--- config.mk ---
export PLATFORM = sky130hd
export DESIGN_NAME = frt_timer
export DESIGN_NICKNAME = d
export VERILOG_FILES = /design/src/frt_pkg.sv /design/src/capture_unit.sv /design/src/frt_timer.sv
export SDC_FILE = /design/constraint.sdc
export NUM_CORES = 1
export LEC_CHECK = 0
export ABC_AREA = 1
export BUFFER_PORTS_ARGS = -buffer_cell sky130_fd_sc_hd__clkbuf_2
export CAP_MARGIN = 20
export CORE_AREA = 4 4 118 120
export CTS_CLUSTER_SIZE = 14
export DETAILED_ROUTE_END_ITERATION = 8
export DIE_AREA = 0 0 122 124
export GPL_ROUTABILITY_DRIVEN = 0
export PLACE_DENSITY_LB_ADDON = 0.15
export SLEW_MARGIN = 20
export SYNTH_ARGS = -nofsm -noshare
export SYNTH_HDL_FRONTEND = slang
export SYNTH_SLANG_ARGS = --single-unit
--- constraint.sdc ---
create_clock -name CLK -period 2.1 [get_ports CLK]
set_input_delay 0.105 -clock CLK [delete_from_list [all_inputs] [get_ports CLK]]
set_output_delay 0.105 -clock CLK [all_outputs]
set_load 0.005 [all_outputs]
--- src/frt_pkg.sv ---
// Package: register map, field layout and constants of the free-running capture timer
package frt_pkg;
  // ===========================================
  // Register byte offsets (Wishbone, 32-bit words)
  // Six address bits so the last capture word at 0x20 stays reachable
  localparam logic [5:0] COUNT_OFS = 6'h00;
  localparam logic [5:0] CTRL_OFS = 6'h04;
  localparam logic [5:0] EDGE_OFS = 6'h08;
  localparam logic [5:0] STAT_OFS = 6'h0c;
  localparam logic [5:0] MASK_OFS = 6'h10;
  localparam logic [5:0] CAPT_OFS = 6'h14;
  localparam int CAPT_ADDR_BITS = 6;
  // ===========================================
  // Control status fields
  localparam int CTRL_DIV_LSB = 0;
  localparam int CTRL_EXT_BIT = 3;
  localparam int CTRL_RUN_BIT = 4;
  localparam int CTRL_CLR_BIT = 5;
  localparam int CTRL_OVF_BIT = 6;
  localparam int CTRL_OVIE_BIT = 7;
  localparam logic [2:0] DIV_RESET = 3'h0;
  // ===========================================
  // Status bits: bit 0 overflow, bits 1..4 capture channels
  localparam int STAT_OVF_BIT = 0;
  localparam int STAT_CAP_LSB = 1;
  localparam int NUM_CH = 4;
  localparam logic [15:0] COUNT_RESET = 16'h0000;
  localparam logic [15:0] COUNT_ALL_ONES = 16'hffff;
  // ===========================================
  // Capture edge selection, two bits per channel
  typedef enum logic [1:0] {EDGE_NONE, EDGE_RISE, EDGE_FALL, EDGE_BOTH} edge_sel_e;
  typedef struct packed {
    logic [2:0] div;
    logic ext;
    logic run;
  } tctrl_s;
  localparam logic [4:0] STAT_W1 = 5'h1f;
endpackage

--- src/capture_unit.sv ---
// One capture channel: synchroniser, edge detect and capture data register
`timescale 1ns/1ps
module capture_unit
  import frt_pkg::*;
(
  // Clock and reset
  input wire logic CLK,
  input wire logic RSTN,
  // Pin and configuration
  input wire logic pin,
  input wire logic [1:0] edge_sel,
  input wire logic [15:0] count,
  // Result
  output logic event_p,
  output logic [15:0] data
);
  logic s1_r, s2_r, s3_r;
  logic [15:0] data_r, data_nxt;
  logic hit;

  always_comb begin
    hit = 1'b0;
    case (edge_sel)
      EDGE_RISE: hit = s2_r & ~s3_r;
      EDGE_FALL: hit = ~s2_r & s3_r;
      EDGE_BOTH: hit = s2_r ^ s3_r;
      default: hit = 1'b0;
    endcase
    data_nxt = hit ? count : data_r;
  end

  // Two stages before use; s3 only remembers the prior level
  always_ff @(posedge CLK) begin
    if (!RSTN) begin
      s1_r <= 1'b0;
      s2_r <= 1'b0;
      s3_r <= 1'b0;
      data_r <= COUNT_RESET;
    end else begin
      s1_r <= pin;
      s2_r <= s1_r;
      s3_r <= s2_r;
      data_r <= data_nxt;
    end
  end

  assign event_p = hit;
  assign data = data_r;
endmodule

--- src/frt_timer.sv ---
// Top: 16-bit free-running counter with prescaler and four capture channels
//
// Design decisions made here: register access over Wishbone and the placing of the registers.
`timescale 1ns/1ps
module frt_timer
  import frt_pkg::*;
#(
  parameter int NCH = NUM_CH
)
(
  // Clock and reset
  input wire logic CLK,
  input wire logic RSTN,
  // Wishbone slave
  input wire logic WB_CYC_I,
  input wire logic WB_STB_I,
  input wire logic WB_WE_I,
  input wire logic [CAPT_ADDR_BITS-1:0] WB_ADR_I,
  input wire logic [3:0] WB_SEL_I,
  input wire logic [31:0] WB_DAT_I,
  output logic [31:0] WB_DAT_O,
  output logic WB_ACK_O,
  // Pins
  input wire logic EXT_COUNT_CLOCK_PIN,
  input wire logic [NCH-1:0] CAPTURE_PIN,
  // Interrupts
  output logic IRQ,
  output logic OVF_IRQ,
  output logic [NCH-1:0] CAP_IRQ,
  output logic IO_SERVICE_REQ
);
  // ===========================================
  // Bus decode
  logic req, wr, rd, ack_r, ack_nxt;
  logic [31:0] rdata_r, rdata_nxt;
  logic lo_en;
  assign req = WB_CYC_I & WB_STB_I & ~ack_r;
  assign wr = req & WB_WE_I;
  assign rd = req & ~WB_WE_I;
  assign lo_en = WB_SEL_I[0];

  // ===========================================
  // Control and status state
  tctrl_s ctrl_r, ctrl_nxt;
  logic ovie_r, ovie_nxt;
  logic ovf_r, ovf_nxt;
  logic [15:0] count_r, count_nxt;
  logic [2*NCH-1:0] edge_r, edge_nxt;
  logic [NCH:0] stat_r, stat_nxt;
  logic [NCH:0] mask_r, mask_nxt;
  logic [6:0] pre_r, pre_nxt;
  logic ek1_r, ek2_r, ek3_r;
  logic tick, wrap;
  logic [NCH-1:0] cap_ev;
  logic [15:0] cap_data [NCH];
  logic [3:0] ch_idx;

  // Prescaler: ratio is 2^div, div 0 means every machine clock
  always_comb begin
    pre_nxt = ctrl_r.run ? pre_r + 7'h01 : pre_r;
    tick = 1'b0;
    if (ctrl_r.ext) begin
      tick = ek2_r & ~ek3_r;
    end else if (ctrl_r.div == 3'h0) begin
      tick = 1'b1;
    end else begin
      tick = (pre_r & ((7'h01 << ctrl_r.div) - 7'h01)) == 7'h00;
    end
    tick = tick & ctrl_r.run;
  end

  assign wrap = tick && count_r == COUNT_ALL_ONES;

  // ===========================================
  // Register write side
  always_comb begin
    ctrl_nxt = ctrl_r;
    ovie_nxt = ovie_r;
    edge_nxt = edge_r;
    mask_nxt = mask_r;
    count_nxt = tick ? count_r + 16'h0001 : count_r;
    ovf_nxt = ovf_r;
    stat_nxt = stat_r;
    if (wr && lo_en) begin
      case (WB_ADR_I)
        CTRL_OFS: begin
          ctrl_nxt.div = WB_DAT_I[CTRL_DIV_LSB +: 3];
          ctrl_nxt.ext = WB_DAT_I[CTRL_EXT_BIT];
          ctrl_nxt.run = WB_DAT_I[CTRL_RUN_BIT];
          ovie_nxt = WB_DAT_I[CTRL_OVIE_BIT];
          if (!WB_DAT_I[CTRL_OVF_BIT]) begin
            ovf_nxt = 1'b0;
          end
          if (WB_DAT_I[CTRL_CLR_BIT]) begin
            count_nxt = COUNT_RESET;
          end
        end
        COUNT_OFS: begin
          if (!ctrl_r.run && WB_SEL_I[1]) begin
            count_nxt = WB_DAT_I[15:0];
          end
        end
        EDGE_OFS: edge_nxt = WB_DAT_I[2*NCH-1:0];
        STAT_OFS: stat_nxt = stat_r & ~WB_DAT_I[NCH:0];
        MASK_OFS: mask_nxt = WB_DAT_I[NCH:0];
        default: ;
      endcase
    end
    // Events win over a clear in the same cycle
    if (wrap) begin
      ovf_nxt = 1'b1;
    end
    stat_nxt[STAT_OVF_BIT] = stat_nxt[STAT_OVF_BIT] | wrap;
    stat_nxt[NCH:STAT_CAP_LSB] = stat_nxt[NCH:STAT_CAP_LSB] | cap_ev;
  end

  // ===========================================
  // Register read side
  always_comb begin
    ch_idx = 4'(WB_ADR_I[5:2] - CAPT_OFS[5:2]);
    rdata_nxt = 32'h0000_0000;
    case (WB_ADR_I)
      COUNT_OFS: rdata_nxt = {16'h0000, count_r};
      CTRL_OFS: begin
        rdata_nxt[CTRL_DIV_LSB +: 3] = ctrl_r.div;
        rdata_nxt[CTRL_EXT_BIT] = ctrl_r.ext;
        rdata_nxt[CTRL_RUN_BIT] = ctrl_r.run;
        rdata_nxt[CTRL_OVF_BIT] = ovf_r;
        rdata_nxt[CTRL_OVIE_BIT] = ovie_r;
      end
      EDGE_OFS: rdata_nxt[2*NCH-1:0] = edge_r;
      STAT_OFS: rdata_nxt[NCH:0] = stat_r;
      MASK_OFS: rdata_nxt[NCH:0] = mask_r;
      default: begin
        if (WB_ADR_I >= CAPT_OFS && int'(ch_idx) < NCH) begin
          rdata_nxt = {16'h0000, cap_data[ch_idx[1:0]]};
        end
      end
    endcase
    ack_nxt = req;
  end

  // ===========================================
  // Registers
  always_ff @(posedge CLK) begin
    if (!RSTN) begin
      ctrl_r <= '{div: DIV_RESET, ext: 1'b0, run: 1'b0};
      ovie_r <= 1'b0;
      ovf_r <= 1'b0;
      count_r <= COUNT_RESET;
      edge_r <= '0;
      stat_r <= '0;
      mask_r <= '0;
      pre_r <= 7'h00;
      ek1_r <= 1'b0;
      ek2_r <= 1'b0;
      ek3_r <= 1'b0;
      ack_r <= 1'b0;
      rdata_r <= 32'h0000_0000;
    end else begin
      ctrl_r <= ctrl_nxt;
      ovie_r <= ovie_nxt;
      ovf_r <= ovf_nxt;
      count_r <= count_nxt;
      edge_r <= edge_nxt;
      stat_r <= stat_nxt;
      mask_r <= mask_nxt;
      pre_r <= pre_nxt;
      ek1_r <= EXT_COUNT_CLOCK_PIN;
      ek2_r <= ek1_r;
      ek3_r <= ek2_r;
      ack_r <= ack_nxt;
      rdata_r <= rd ? rdata_nxt : rdata_r;
    end
  end

  // ===========================================
  // Capture channels, one unit per capture pin
  genvar g;
  generate
    for (g = 0; g < NCH; g++) begin : g_ch
      capture_unit u_cap (
        .CLK(CLK),
        .RSTN(RSTN),
        .pin(CAPTURE_PIN[g]),
        .edge_sel(edge_r[2*g +: 2]),
        .count(count_r),
        .event_p(cap_ev[g]),
        .data(cap_data[g])
      );
    end
  endgenerate

  // ===========================================
  // Outputs
  assign WB_ACK_O = ack_r;
  assign WB_DAT_O = rdata_r;
  assign OVF_IRQ = ovf_r & ovie_r;
  assign CAP_IRQ = stat_r[NCH:STAT_CAP_LSB] & mask_r[NCH:STAT_CAP_LSB];
  // Same request lines drive the transfer service; it arbitrates on its own
  assign IO_SERVICE_REQ = OVF_IRQ | (|CAP_IRQ);
  assign IRQ = |(stat_r & mask_r);
endmodule

==> out/metrics.yaml <==
worst_setup_path:
  crit_required_ns: 2.43
  ff2ff_path_depth: 15
  critPathMostFrequentCell: "nand2_1"
  r2r-start: "ctrl_r[3]"
  slowest_delay_ns: 0.37
  slowest_stage: "dfxtp_4"
  cp.arrival_ns: 2.35
  critPathKind: "reg2reg"
  crit_family: "simple AND/OR/NAND/NOR gates"
  critical_path.cell_chain: "inv_2 -> nand3_2 -> ha_4 -> inv_2 -> nand2_2 -> nand2_1 -> nor2_1 -> nand2_1 -> o21bai_4 -> buf_12 -> nand2_8 -> o21ai_0 -> nand3_1 -> nand2_1 -> inv_1"
  crit_path_end_kind: "flip-flop"
  start_kind: "flip-flop"
  rrSetupSlack_ns: 0.08
  timing.rr.end: "count_r[2]"
  path_buf_inv: 4
  path_max_fanout: 7
detailed_routing:
  drcViolationCount: 0
  vias: 7110
  drt_first_pass_iters: 7
  viasPerCell: 5.47
  drt-total-wl_mm: 20.3
  final_antenna_net_count: 0
  wl_per_cell_um: 15.6
  drtIter0Drc: 662
timing:
  max_freq_ghz: 0.495
  period_minus_slack_ns: 2.02
  slew_violations: 0
  setup_viol: 0
  slew_headroom: 0.575
  finalCritPeriodShare: 0.962
  worstMarginPinSlew_ns: 0.637
  hold_viol_final: 0
  fin_skew_ns: 0.00765
  rsz0062_at_grt: "true"
floorplan:
  io_pins: 92
  die_w_um: 122
  die_area_um2: 15100
  rows: 42
  core_um2: 13000
  die_h_um: 124
  start_util: 0.562
power_and_ir_drop:
  intPower_uw: 4930
  p_seq_frac: 0.432
  switching_share: 0.231
  p_sw_uw: 1480
  pwr-share-clk: 0.505
  p_comb_frac: 0.062
  cellPowerDensity_nw_per_um2: 745
  peakVddDrop_uv: 567
  p_leak_uw: 0.00369
grt:
  grt_max_degree: 60
  grt_pass1_wl_mm: 31.7
  overflow: 0
  antenna_found_initial: 0
  grt_pass1_vias: 6384
  grt_use_total: 0.267
placement:
  dpl.hpwl_mm: 13.5
  portBuffers: 57
  place_area_um2: 7790
layout:
  fillers: 1188
  fin_util: 0.663
  final_nets: 1179
  layout_commonest_cell: "nand2_1"
  final_area_um2: 8600
  n_antenna_cell: 0
  drive_above_1_share: 0.156
  final_cell_mix: "159 x nand2_1, 153 x a21oi_1, 141 x dfxtp_1"
  areaGrowthSynthToFinish_pct: 18.0
synthesis:
  synth.avg_cell_area_um2: 6.97
  seq_area_frac_synth: 0.395
  syn-cell-area_um2: 7290
  synth-seq-cells: 144
  synth_cell_type_count: 40
  yosys_warnings: 0
  netlist_instances: 1047
cts:
  clock_sinks: 144
  htree_levels: 4
  cts_buffers: 17
  clockBufferDepth: 2
  insertion_delay_ns: 0.42
  path_clk_slew_ns: 0.06
  cts_tree: "done"
  clockRootBuffer: "clkbuf_16"
min_path:
  hold_start: "WB_DAT_I[7]"
  hp-class: "in2reg"
  hold_depth: 3
  hold_end: "ovie_r"
status:
  status: "finished, final reports clean"
flow_run:
  maxCapViolations: 0
[cell usage after synthesis]
library cell | n | share of area
nand3_1 | 71 | 0.049
nor2_2 | 4 | 0.0034
o41ai_1 | 1 | 0.0012
nand3_2 | 2 | 0.0027
nor2_8 | 1 | 0.0027
o21ai_1 | 9 | 0.0062
inv_2 | 7 | 0.0036
xor2_1 | 7 | 0.0084
a211oi_1 | 5 | 0.0051
o211ai_1 | 6 | 0.0062
nor3b_1 | 2 | 0.0021
nand2_2 | 2 | 0.0017
o211ai_2 | 5 | 0.0086
nor3_1 | 7 | 0.0048
inv_1 | 139 | 0.072
buf_2 | 11 | 0.0075
a31oi_1 | 4 | 0.0034
nor2_4 | 1 | 0.0015
o22ai_1 | 10 | 0.0086
o21bai_4 | 1 | 0.0026
ha_1 | 16 | 0.027
conb_1 | 1 | 0.00051
clkbuf_2 | 3 | 0.0021
nand2_4 | 1 | 0.0015
a221oi_1 | 1 | 0.0012
a21oi_1 | 154 | 0.11
nor2_1 | 52 | 0.027
nand4_1 | 19 | 0.016
nor4_1 | 2 | 0.0017
o21ai_2 | 1 | 0.0012
nand2_1 | 161 | 0.083
clkinv_1 | 2 | 0.0010
dfxtp_1 | 144 | 0.40
buf_4 | 17 | 0.017
o31ai_1 | 1 | 0.0010
o21ai_0 | 123 | 0.084
xnor2_1 | 3 | 0.0036
buf_1 | 1 | 0.00051
clkbuf_1 | 47 | 0.024
buf_6 | 3 | 0.0046
[cells by family after synthesis]
group	Yosys count	synth area share
buffers and inverters	230	0.133
other	1	0.000514
XOR/XNOR	10	0.0120
AO/OA/AOI/OAI	321	0.235
AND/OR/NAND/NOR	325	0.197
adder cells (fa/ha/maj)	16	0.0274
flip-flops	144	0.395
[metrics by stage]
| step | TNS (ns) | cells | worst slack, ns | total power (uW) | hold slack [ns] |
|---|---|---|---|---|---|
| after detailed placement | -0.455 | 1257 | -0.0758 | 3220 | 0.294 |
| final | 0 | 1300 | 0.0789 | 6410 | 0.00499 |
| after CTS | 0 | 1294 | 0.00750 | 6440 | 0.00558 |
| after global placement | 0 | 1257 | 0.0146 | 3220 | 0.286 |
| after global routing | -0.141 | 1300 | -0.0335 | 6610 | 0.0212 |
| after floorplan | 0 | 1062 | 0.216 | 3080 | 0.203 |
[power by group through the flow]
stage,Sequential (uW),Clock [uW],Combinational [uW]
floorplan,2830,0,250
global placement,2830,0,380
global route,2770,3400,444
CTS,2780,3270,393
detailed placement,2840,0,383
finish,2770,3240,399
[sequential cells by signal, indices dropped and copies added, names as in the netlist, 5 cells and up]
register and flops:
g_ch.u_cap.data 64, WB_DAT_O 16, count_r 16, edge_r 8, pre_r 7, ctrl_r 5, mask_r 5, stat_r 5
[area by class of cell]
type / count / area, um2 / area share
Clock inverter: 12 / 181 / 0.0211
Sequential cell: 144 / 2890 / 0.336
Timing Repair Buffer: 110 / 721 / 0.0838
Inverter: 148 / 561 / 0.0651
Multi-Input combinational cell: 690 / 3580 / 0.416
Clock buffer: 20 / 447 / 0.0519
Tap cell: 176 / 220 / 0.0256
[tightest hold or removal path: stages]
cell,delay (ns)
clkbuf_2,0.14
nor2_1,0.06
nor2_1,0.09
[worst max path at each step]
stage / slack (ns) / to / cells after the start / start
after floorplan: 0.22 / count_r[12] / 14 / WB_ADR_I[2]
after global placement: 0.01 / count_r[6] / 15 / ctrl_r[3]
after detailed placement: -0.08 / count_r[1] / 15 / ctrl_r[3]
after CTS: 0.007 / count_r[1] / 15 / ctrl_r[3]
after global routing: -0.03 / count_r[14] / 15 / ctrl_r[2]
final: 0.08 / count_r[2] / 15 / ctrl_r[3]
[metal layers]
| layer | part of all wire | GRT usage | vias to the layer above | wire, um |
|---|---|---|---|---|
| met4 | 0.018 | 0.0861 | 0 | 361 |
| met5 | 0 | 0 | - | 0 |
| li1 | - | - | 3552 | - |
| met1 | 0.44 | 0.361 | 3264 | 8950 |
| met2 | 0.47 | 0.433 | 262 | 9510 |
| met3 | 0.072 | 0.0504 | 32 | 1450 |
[timing repair]
| action | 4_1_cts | 5_1_grt |
|---|---|---|
| hold buffers | 5 | 0 |
| pin swaps | 0 | 11 |
| hold endpoints to repair | 5 | 0 |
| setup buffers | 0 | 4 |
| setup endpoints to repair | 16 | 18 |
| cloned | 0 | 2 |
| gates resized for setup | 2 | 20 |
Note: power is estimated with default switching activity, not from simulation.
